<file path="config.mk">
export PLATFORM = sky130hd
export DESIGN_NAME = lcsd_row_scan
export DESIGN_NICKNAME = d
export VERILOG_FILES = /design/src/lcsd_pkg.sv /design/src/lcsd_stream_if.sv /design/src/lcsd_row_scan.sv /design/src/lcsd_fifo.sv
export SDC_FILE = /design/constraint.sdc
export NUM_CORES = 1
export LEC_CHECK = 0
export BUFFER_PORTS_ARGS = -buffer_cell sky130_fd_sc_hd__buf_4
export CORE_MARGIN = 3
export CORE_UTILIZATION = 30
export DETAILED_ROUTE_END_ITERATION = 12
export HOLD_SLACK_MARGIN = 0.1
export RECOVER_POWER = 50
export SLEW_MARGIN = 20
export SYNTH_ARGS = -nofsm -noshare
export SYNTH_HDL_FRONTEND = slang
export SYNTH_SLANG_ARGS = --single-unit
</file>
<file path="constraint.sdc">
create_clock -name clk -period 2.44 [get_ports clk]
set_input_delay 0.244 -clock clk [delete_from_list [all_inputs] [get_ports clk]]
set_output_delay 0.244 -clock clk [all_outputs]
set_load 0.005 [all_outputs]
</file>
<file path="src/lcsd_pkg.sv">
// Package of the common row scan driver: sizes, drive level codes, strap bit positions and scan timing counts.
// Assumes the including modules import it whole; nothing here depends on the surroundings.
package lcsd_pkg;

  // Number of register stages and row outputs.
  localparam int STAGES = 64;

  // Row drive level codes, two bits per row output.
  localparam logic [1:0] LVL_SELECTED_A = 2'h0;
  localparam logic [1:0] LVL_SELECTED_B = 2'h1;
  localparam logic [1:0] LVL_UNSELECTED_A = 2'h2;
  localparam logic [1:0] LVL_UNSELECTED_B = 2'h3;

  // Bit positions of the synchronised strap inputs.
  localparam int ST_MASTER = 0;
  localparam int ST_EDGE = 1;
  localparam int ST_DIR = 2;
  localparam int ST_DUTY_LO = 3;
  localparam int ST_DUTY_HI = 4;
  localparam int ST_FREQ = 5;
  localparam int ST_STANDBY = 6;
  localparam int ST_BITS = 7;

  // Bit positions of the synchronised link inputs.
  localparam int DY_OSC = 0;
  localparam int DY_LINE = 1;
  localparam int DY_PHASE = 2;
  localparam int DY_LEFT = 3;
  localparam int DY_RIGHT = 4;
  localparam int DY_BITS = 5;

  // Rows per frame for each duty ratio.
  localparam logic [7:0] DUTY_48 = 8'h30;
  localparam logic [7:0] DUTY_64 = 8'h40;
  localparam logic [7:0] DUTY_96 = 8'h60;
  localparam logic [7:0] DUTY_128 = 8'h80;

  // Oscillator ticks per row with the frequency select high; low doubles it.
  localparam logic [5:0] ROW_TICKS_FAST = 6'h10;
  localparam logic [5:0] ROW_TICKS_SLOW = 6'h20;

  // Depth of the scan bit buffer.
  localparam int FIFO_DEPTH = 4;

endpackage : lcsd_pkg

</file>
<file path="src/lcsd_stream_if.sv">
// Interface carrying scan bits from the edge detector into the buffer and from the buffer to the shift register.
// Assumes both ends run on the same clock; it holds wires only.
interface lcsd_stream_if #(
  parameter int WIDTH = 1
);
  logic push_valid;
  logic push_ready;
  logic [WIDTH-1:0] push_data;
  logic pop_valid;
  logic pop_ready;
  logic [WIDTH-1:0] pop_data;

  // The buffer end.
  modport fifo_side (
    input push_valid,
    input push_data,
    input pop_ready,
    output push_ready,
    output pop_valid,
    output pop_data
  );

  // The end that fills and drains the buffer.
  modport user_side (
    output push_valid,
    output push_data,
    output pop_ready,
    input push_ready,
    input pop_valid,
    input pop_data
  );
endinterface : lcsd_stream_if

</file>
<file path="src/lcsd_row_scan.sv">
// Common row scan driver: 64-stage bidirectional scan register, row level selection and master timing generator.
// Assumes every pin input is asynchronous to clk; two-way pins come as input, output and active-low enable.
module lcsd_row_scan
  import lcsd_pkg::*;
(
  // Clock and reset.
  input wire logic clk,
  input wire logic rst_n,
  // Straps and oscillator.
  input wire logic master_slave_select,
  input wire logic shift_edge_select,
  input wire logic shift_direction_select,
  input wire logic duty_select_low,
  input wire logic duty_select_high,
  input wire logic frequency_select,
  input wire logic standby_pin,
  input wire logic osc_clock_input,
  // Shift clock line.
  input wire logic shift_clock_line_in,
  output logic shift_clock_line_out,
  output logic shift_clock_line_oe_n,
  // Phase line.
  input wire logic ac_phase_in,
  output logic ac_phase_out,
  output logic ac_phase_oe_n,
  // Left and right scan data terminals.
  input wire logic left_scan_data_in,
  output logic left_scan_data_out,
  output logic left_scan_data_oe_n,
  input wire logic right_scan_data_in,
  output logic right_scan_data_out,
  output logic right_scan_data_oe_n,
  // Row outputs and segment driver timing.
  output logic [2*lcsd_pkg::STAGES-1:0] row_levels,
  output logic frame_pulse_out,
  output logic op_clock_a,
  output logic op_clock_b,
  output logic scan_overrun
);
  import lcsd_pkg::*;

  typedef struct packed {
    logic [ST_BITS-1:0] st_s1;
    logic [ST_BITS-1:0] st_s2;
    logic [DY_BITS-1:0] dy_s1;
    logic [DY_BITS-1:0] dy_s2;
    logic osc_prev;
    logic line_prev;
    logic [5:0] osc_cnt;
    logic [7:0] row_cnt;
    logic clk_line_r;
    logic phase_r;
    logic start_bit_r;
    logic frame_r;
    logic phi_div_r;
    logic phi1_r;
    logic phi2_r;
    logic [STAGES-1:0] shreg_r;
    logic [2*STAGES-1:0] lvl_r;
    logic left_out_r;
    logic right_out_r;
    logic left_oe_n_r;
    logic right_oe_n_r;
    logic line_oe_n_r;
    logic phase_oe_n_r;
    logic overrun_r;
  } lcsd_state_t;

  // Maps a stage bit and the phase to a drive level code.
  function automatic logic [1:0] level_of(input logic bit_v, input logic phase_v);
    if (phase_v) begin
      level_of = bit_v ? LVL_SELECTED_B : LVL_UNSELECTED_B;
    end else begin
      level_of = bit_v ? LVL_SELECTED_A : LVL_UNSELECTED_A;
    end
  endfunction : level_of

  // Rows per frame from the two duty select straps.
  function automatic logic [7:0] duty_rows(input logic hi, input logic lo);
    case ({hi, lo})
      2'h0: duty_rows = DUTY_48;
      2'h1: duty_rows = DUTY_64;
      2'h2: duty_rows = DUTY_96;
      default: duty_rows = DUTY_128;
    endcase
  endfunction : duty_rows

  lcsd_state_t s;
  lcsd_state_t n;
  lcsd_stream_if #(.WIDTH(1)) st ();

  logic ms;
  logic dir;
  logic edge_sel;
  logic standby_ok;
  logic [7:0] duty;
  logic [5:0] row_len;
  logic osc_tick;
  logic line_lvl;
  logic phase_src;
  logic shift_ev;
  logic in_bit;
  logic gen_step;
  logic row_end;
  logic frame_end;

  // The buffer decouples shift events from the register; when it is full the master generator waits.
  lcsd_fifo #(.WIDTH(1), .DEPTH(FIFO_DEPTH)) u_fifo (
    .clk(clk),
    .rst_n(rst_n),
    .port(st.fifo_side)
  );

  // Decoded straps and edges; everything reads the second synchroniser stage only.
  assign ms = s.st_s2[ST_MASTER];
  assign dir = s.st_s2[ST_DIR];
  assign edge_sel = s.st_s2[ST_EDGE];
  assign standby_ok = s.st_s2[ST_STANDBY];
  assign duty = duty_rows(s.st_s2[ST_DUTY_HI], s.st_s2[ST_DUTY_LO]);
  assign row_len = s.st_s2[ST_FREQ] ? ROW_TICKS_FAST : ROW_TICKS_SLOW;
  assign osc_tick = s.dy_s2[DY_OSC] && !s.osc_prev;
  assign line_lvl = ms ? s.clk_line_r : s.dy_s2[DY_LINE];
  assign phase_src = ms ? s.phase_r : s.dy_s2[DY_PHASE];
  assign shift_ev = edge_sel ? (line_lvl && !s.line_prev) : (!line_lvl && s.line_prev);
  assign in_bit = ms ? s.start_bit_r : (dir ? s.dy_s2[DY_LEFT] : s.dy_s2[DY_RIGHT]);
  assign gen_step = ms && osc_tick && st.push_ready;
  assign row_end = (s.osc_cnt >= row_len - 6'h01);
  assign frame_end = (s.row_cnt >= duty - 8'h01);

  // Buffer hookup: every detected shift edge offers one bit; the register drains only out of standby.
  assign st.push_valid = shift_ev;
  assign st.push_data = in_bit;
  assign st.pop_ready = standby_ok;

  // Next state of the whole block.
  always_comb begin
    n = s;
    n.st_s1 = {standby_pin, frequency_select, duty_select_high, duty_select_low,
               shift_direction_select, shift_edge_select, master_slave_select};
    n.st_s2 = s.st_s1;
    n.dy_s1 = {right_scan_data_in, left_scan_data_in, ac_phase_in, shift_clock_line_in, osc_clock_input};
    n.dy_s2 = s.dy_s1;
    n.osc_prev = s.dy_s2[DY_OSC];
    n.line_prev = line_lvl;
    // Timing generator; a full buffer freezes it so no scan bit is ever dropped in master mode.
    if (!ms) begin
      n.osc_cnt = '0;
      n.row_cnt = '0;
      n.clk_line_r = 1'b0;
      n.start_bit_r = 1'b0;
      n.frame_r = 1'b0;
      n.phi_div_r = 1'b0;
    end else if (gen_step) begin
      n.phi_div_r = !s.phi_div_r;
      if (row_end) begin
        n.osc_cnt = '0;
        n.row_cnt = frame_end ? 8'h00 : s.row_cnt + 8'h01;
        n.start_bit_r = frame_end;
        n.frame_r = frame_end;
        if (frame_end) begin
          n.phase_r = !s.phase_r;
        end
      end else begin
        n.osc_cnt = s.osc_cnt + 6'h01;
      end
      n.clk_line_r = (n.osc_cnt >= (row_len >> 1));
    end
    // Operating clocks are the halved oscillator in both phases; they rest low in slave mode.
    n.phi1_r = ms && s.phi_div_r;
    n.phi2_r = ms && !s.phi_div_r;
    // A shift edge that finds the buffer full is lost; the sticky flag reports it until reset.
    if (shift_ev && !st.push_ready) begin
      n.overrun_r = 1'b1;
    end
    // Scan register: direction high enters at row 1 and walks toward row 64.
    if (st.pop_valid && st.pop_ready) begin
      if (dir) begin
        n.shreg_r = {s.shreg_r[STAGES-2:0], st.pop_data};
      end else begin
        n.shreg_r = {st.pop_data, s.shreg_r[STAGES-1:1]};
      end
    end
    // Row levels; stage k drives row k+1.
    for (int k = 0; k < STAGES; k++) begin
      n.lvl_r[2*k +: 2] = level_of(s.shreg_r[k], phase_src);
    end
    // Terminal roles; the entry end echoes the start bit in master mode.
    n.left_out_r = dir ? s.start_bit_r : s.shreg_r[0];
    n.right_out_r = dir ? s.shreg_r[STAGES-1] : s.start_bit_r;
    n.left_oe_n_r = !ms && dir;
    n.right_oe_n_r = !ms && !dir;
    n.line_oe_n_r = !ms;
    n.phase_oe_n_r = !ms;
  end

  // State register; the straps sit in synchronisers, so a mode change lands two cycles later.
  always_ff @(posedge clk) begin
    if (!rst_n) begin
      s <= '0;
      s.lvl_r <= {STAGES{LVL_UNSELECTED_A}};
      s.left_oe_n_r <= 1'b1;
      s.right_oe_n_r <= 1'b1;
      s.line_oe_n_r <= 1'b1;
      s.phase_oe_n_r <= 1'b1;
    end else begin
      s <= n;
    end
  end

  // Outputs straight from the state register.
  assign shift_clock_line_out = s.clk_line_r;
  assign shift_clock_line_oe_n = s.line_oe_n_r;
  assign ac_phase_out = s.phase_r;
  assign ac_phase_oe_n = s.phase_oe_n_r;
  assign left_scan_data_out = s.left_out_r;
  assign left_scan_data_oe_n = s.left_oe_n_r;
  assign right_scan_data_out = s.right_out_r;
  assign right_scan_data_oe_n = s.right_oe_n_r;
  assign row_levels = s.lvl_r;
  assign frame_pulse_out = s.frame_r;
  assign op_clock_a = s.phi1_r;
  assign op_clock_b = s.phi2_r;
  assign scan_overrun = s.overrun_r;
endmodule : lcsd_row_scan

</file>
<file path="src/lcsd_fifo.sv">
// Small first-in first-out buffer for scan bits, with valid and ready on both sides.
// Assumes one clock and a synchronous active-low reset; the port's width matches WIDTH.
module lcsd_fifo
  import lcsd_pkg::*;
#(
  parameter int WIDTH = 1,
  parameter int DEPTH = lcsd_pkg::FIFO_DEPTH
) (
  // Clock and reset.
  input wire logic clk,
  input wire logic rst_n,
  // Stream port.
  lcsd_stream_if.fifo_side port
);

  localparam int AW = (DEPTH > 1) ? $clog2(DEPTH) : 1;
  localparam logic [AW-1:0] LAST = AW'(DEPTH - 1);
  localparam logic [AW:0] FULL = (AW + 1)'(DEPTH);

  typedef struct packed {
    logic [DEPTH-1:0][WIDTH-1:0] mem;
    logic [AW-1:0] wr;
    logic [AW-1:0] rd;
    logic [AW:0] cnt;
  } lcsd_fifo_state_t;

  lcsd_fifo_state_t s_r;
  lcsd_fifo_state_t s_nxt;
  logic do_push;
  logic do_pop;

  // Flags come from the count alone, so full and empty never lie about the stored words.
  assign port.push_ready = (s_r.cnt != FULL);
  assign port.pop_valid = (s_r.cnt != '0);
  assign port.pop_data = s_r.mem[s_r.rd];
  assign do_push = port.push_valid && port.push_ready;
  assign do_pop = port.pop_valid && port.pop_ready;

  // Next state: write, read and count, pointers wrap at the last slot for any depth.
  always_comb begin
    s_nxt = s_r;
    if (do_push) begin
      s_nxt.mem[s_r.wr] = port.push_data;
      s_nxt.wr = (s_r.wr == LAST) ? '0 : s_r.wr + 1'b1;
    end
    if (do_pop) begin
      s_nxt.rd = (s_r.rd == LAST) ? '0 : s_r.rd + 1'b1;
    end
    if (do_push && !do_pop) begin
      s_nxt.cnt = s_r.cnt + 1'b1;
    end else if (do_pop && !do_push) begin
      s_nxt.cnt = s_r.cnt - 1'b1;
    end
  end

  // State register.
  always_ff @(posedge clk) begin
    if (!rst_n) begin
      s_r <= '0;
    end else begin
      s_r <= s_nxt;
    end
  end

endmodule : lcsd_fifo

</file>
[After elaboration in Yosys (flattened, before gate mapping)]
Index checks and enable logic that the tools add are counted.
Storage, ports and cells
  flip-flop bits (word level): 255
  bits in latches: 0
  memory bits (read-only): 0
  memory bits (writable): 0
  bits of input ports: 14
  memories: 0
  word-level logic and storage cells: 294
Operators by class
  reductions and logical operators: 31
  equal/unequal tests: 5
  order comparisons: 6
  muxes and demuxes: 215
  shift operators: 0
  $add $sub $neg: 8
  bitwise operators: 0
  multipliers: 0
  divide/modulo/power cells: 0
Operator list (number)
  two-way mux 2 bit: 194
  two-way mux 64 bit: 1
  two-way mux 6 bit: 4
  one-hot mux 8 bit (3 select lines): 1
  logical AND 1 bit: 15
  logical NOT 1 bit: 10
  two-way mux 1 bit: 9
  adder 8 x 1 -> 8 bit (second input constant): 1
  greater-or-equal comparator 8 bit: 1
  two-way mux 8 bit: 1
  subtractor 8 x 1 -> 8 bit (second input constant): 1
  adder 6 x 1 -> 6 bit (second input constant): 1
  equality test 2 bit (second input constant): 3
  greater-or-equal comparator 6 x 5 -> 1 bit: 1
  greater-or-equal comparator 6 bit: 1
  < comparator 2 x 3 -> 1 bit (second input constant): 2
  two-way mux 3 bit: 2
  subtractor 6 x 1 -> 6 bit (second input constant): 1
  adder 2 x 1 -> 2 bit (second input constant): 2
  bitwise mux 4 bit: 1
  AND reduction 2 bit: 2
  AND reduction 4 bit: 1
  adder 3 x 1 -> 3 bit (second input constant): 1
  != test 3 bit (second input constant): 1
  8 further kinds: 8

[Longest topological paths before layout]
  depth in word-level cells: 9
  mapped depth: 10
  mapped depth without buffers: 9

[Cells and area by module]
From an unflattened synthesis, not the netlist that was laid out.
Second synthesis, totals
  cells, all modules: 813
  area, all modules: 7781.2 um^2
By module, submodules not included
  lcsd_row_scan: cells each 749, times used 1, seq. area each 3623.5 um^2, area an instance 7176.9 um^2
  lcsd_fifo: cells each 64, times used 1, seq. area each 220.2 um^2, area an instance 604.3 um^2

[Worst setup path before layout]
Ideal clock, no wire load.
  kind: flip-flop to flip-flop
  from: register s (netlist bit ms)
  to: register u_fifo.s_r[2] (netlist bit)
  path buffers: 1
  data arrival time: 2.314 ns
  cell stages (with the launch flop): 11
  data required time: 2.369 ns
  slack: 0.055 ns
  clock period less this slack: 2.385 ns
  setup time: 0.071 ns
  cells stage by stage: dfxtp_1 buf_6 mux2_4 mux2_4 nor2_1 ha_1 inv_1 fa_1 xor2_1 or3_1 a21oi_1
On the way
  cells in the longest elaborated chain, start to end: 8
RTL lines
  from (decl): line lcsd_row_scan.sv:88  | lcsd_state_t s;
  from (signal assigned): line lcsd_row_scan.sv:206  | s <= n;
  two-way mux 1 bit *: line lcsd_row_scan.sv:122  | assign line_lvl = ms ? s.clk_line_r : s.dy_s2[DY_LINE];
  logical NOT 1 bit: line lcsd_row_scan.sv:124  | assign shift_ev = edge_sel ? (line_lvl && !s.line_prev) : (!line_lvl && s.line_prev);
  logical AND 1 bit: line lcsd_row_scan.sv:124
  two-way mux 1 bit *: line lcsd_row_scan.sv:124
  logical AND 1 bit *: line lcsd_fifo.sv:36  | assign do_push = port.push_valid && port.push_ready;
  via u_fifo.do_push: line lcsd_fifo.sv:29  | logic do_push;
  logical NOT 1 bit: line lcsd_fifo.sv:51  | end else if (do_pop && !do_push) begin
  logical AND 1 bit: line lcsd_fifo.sv:51
  nonzero test 2 bit (no source line)
  to (signal assigned): line lcsd_fifo.sv:61  | s_r <= s_nxt;
  to (decl): line lcsd_fifo.sv:27  | lcsd_fifo_state_t s_r;
The timed path passes the listed nets; every way through them passes the cells marked *.
A chain may end at the register's enable or synchronous reset.

[Final worst setup path]
Same ends and word-level chain as after synthesis.

==> impl_metrics.csv <==
group,metric,value,unit
outcome,outcome,"finished with violations",
outcome,violations,"capacitance limit, slew limit",
synthesis,yosysTopAreaCell,"dfxtp_1",
global_routing,grt_pass1_wl,23.8,mm
power_and_ir_drop,power.internal,4.99,mW
clock_network,clockBufferDepth,2,
synthesis,synth.distinct_cells,41,
synthesis,synthArstFlopShare,0,%
worst_hold_path,hold_path_class,"input port to register",
timing,finalSetupTns,0,ns
synthesis,yosys-top-cells-count,"dfxtp_1 (192), buf_4 (129), nand2_1 (89)",
power_and_ir_drop,combinationalPowerShare,5.1,%
die,coreArea,0.0246,mm^2
timing,setup_viol_count_final,0,
synthesis,synth_ff_type,"dfxtp_1",
global_routing,grt_pass1_vias,4648,
power_and_ir_drop,power_frac_seq,50.3,%
routing,wl_per_cell,13.3,um
timing,finClkSkew,0.0109,ns
cells_and_area,nets,811,
routing,drc_errors,0,
synthesis,syn_inst,755,
clock_network,path_clk_slew,0.08,ns
synthesis,ys_top_cells_by_area,"dfxtp_1 (50%), buf_4 (13%), mux2i_1 (9.6%), a22oi_1 (6.1%), nand2_1 (4.4%)",
power_and_ir_drop,totalPowerFinal,6.50,mW
routing,wl,14.9,mm
timing,hold_viol,0,
clock_network,tritoncts,"done",
place,hpwl,9.88,mm
routing,vias_per_cell,4.43,
synthesis,ys_seq_elements,192,
place,port_buffers,153,
power_and_ir_drop,leakagePower,3.54,nW
synthesis,synth_nets,784,
critical_path,cp_max_fo,4,
timing,min_period_over_period,97.1,%
place,dp.cells,1075,
power_and_ir_drop,p_per_area,734,mW/mm^2
clock_network,clkLatencyLatePin,0.42,ns
power_and_ir_drop,p_sw,1.52,mW
die,die_x,165,um
power_and_ir_drop,pwr-share-clk,44.6,%
place,gp_congestion,0.788,
global_routing,grt_max_degree,70,
die,die_area,0.0273,mm^2
synthesis,synth_edf_count,0,
routing,drt_pass1_iterations,4,
synthesis,yosysWarningCount,0,
global_routing,antenna_found_initial,0,
cells_and_area,fin_cells,1119,
global_routing,grt_overflow,0,
timing,finalMaxSlewViolations,32,
timing,worst_pin_slew,1.50,ns
routing,drt_iter0_drc,353,
synthesis,ys_seq_area_share,50.5,%
timing,whs,0.213,ns
die,dieHeight,165,um
global_routing,grt_use_total,10.8,%
clock_network,cts_sinks,192,
synthesis,yosysMostFrequentCell,"dfxtp_1",
power_and_ir_drop,sw_frac_of_total,23.3,%
cells_and_area,post-route-util,36.0,%
timing,max_freq,0.422,GHz
die,io_pins,154,
timing,slew-limit-headroom,-0.317,%
cells_and_area,n_antenna_cell,0,
die,initial_utilization,30.9,%
job,max_cap_violations,1,
power_and_ir_drop,ir_drop,0.369,mV
clock_network,ctsHtreeMaxLevel,4,
routing,ant_nets,0,
critical_path,crit_path_start_kind,"register",
clock_network,cts_root_buffer,"clkbuf_16",
critical_path,crit_required,2.79,ns
cells_and_area,drive_gt1_share,25.4,%
cells_and_area,area_delta_synth_final,16.4,%
critical_path,critical_path_class,"register to register",
critical_path,arrival,2.72,ns
synthesis,avgSynthCellArea,10.1,um^2
die,rows,57,
critical_path,worstSetupEndpointType,"register",
routing,vias,4956,
timing,min_period,2.37,ns
synthesis,synth_area,0.00761,mm^2
clock_network,cts_buffers,17,
synthesis,synth.top_cell.area_share,50.5,%
## cells by family after synthesis
family | synth area share, %
adder cells (fa/ha/maj) | 2.56
buffers and inverters | 15.3
AND/OR/NAND/NOR | 10.9
multiplexers | 10.3
flip-flops | 50.5
AO/OA/AOI/OAI | 9.61
XOR/XNOR | 0.805
## state kept, by name (all words and copies together), names as in the netlist, 11 cells and up
register	count
n	13
u_fifo.s_r	11
row_levels	65
s	89
## final timing paths
check                                          from                         end  slack, ns  cells past startpoint
worst max-delay path                  ms$_SDFF_PN0_  u_fifo.s_r[2]$_SDFFE_PN0P_       0.07                      9
worst min register to register  s[168]$_SDFFE_PN0P_   row_levels[67]$_SDFF_PN1_       0.42                      1
worst max register to register        ms$_SDFF_PN0_  u_fifo.s_r[2]$_SDFFE_PN0P_       0.07                      9
worst min-delay path                          rst_n    row_levels[1]$_SDFF_PN1_       0.21                      2
## cells in the final DEF, fill, tap and decap left out, drive strengths merged, types with 2 or more instances in the layout
master       instances
dfxtp              192
clkbuf             100
nand2               89
buf                 82
mux2i               73
a22oi               62
and2                27
a21oi               23
nor2                21
inv                 18
o21ai               14
ha                  14
nand3               13
dlygate4sd3         12
or3                  6
clkinv               5
nand4                4
xor2                 4
nand2b               4
xnor2                3
a31o                 3
or4                  3
nor3                 3
mux2                 2
o31ai                2
bufinv               2
## repair_timing
item                                   CTS  global route
setup endpoints to repair                0             1
resized for setup                        0             5
endpoints found under the hold margin   12             0
hold buffers                            12             0
buffers inserted                         0             0
## stage by stage
step | worst slack (ns) | instance area [um^2]
after floorplan | 0.0552 | 7610
after global placement | 0.0651 | 8150
after detailed placement | 0.0462 | 8150
after CTS | 0.0166 | 8890
after global routing | -0.0156 | 8860
final | 0.0696 | 8860
## power by group through the flow
stage	Clock (mW)	Combinational (mW)	Sequential (mW)
finish	2.90	0.330	3.27
global route	3.11	0.370	3.28
CTS	2.98	0.341	3.27
detailed placement	0	0.325	3.35
global placement	0	0.319	3.35
floorplan	0	0.255	3.33
## worst max-delay path, cell delays in order (launching register included)
cell and delay [ns]:
dfxtp_2 0.34, mux2_4 0.32, mux2_4 0.32, nor2_2 0.12
ha_2 0.19, inv_1 0.05, fa_2 0.33, xor2_1 0.17
or3_1 0.33, a21oi_2 0.13
## metal layers
layer  track usage (%)  vias to the layer above  share of wire [%]
met4              3.89                        0                1.6
met5                 0                        -                  0
li1                  -                     2507                  -
met1              14.3                     2314                 47
met3              2.22                       13                4.7
met2              17.5                      122                 46
## cell type report
| cell class | count | area [um^2] |
|---|---|---|
| Clock buffer | 18 | 439 |
| Clock inverter | 14 | 189 |
| Fill cell | 2465 | 15700 |
| Inverter | 11 | 41.3 |
| Multi-Input combinational cell | 384 | 2620 |
| Sequential cell | 192 | 3850 |
| Tap cell | 324 | 405 |
| Timing Repair Buffer | 176 | 1320 |
Power figures use the tool's default switching activity.
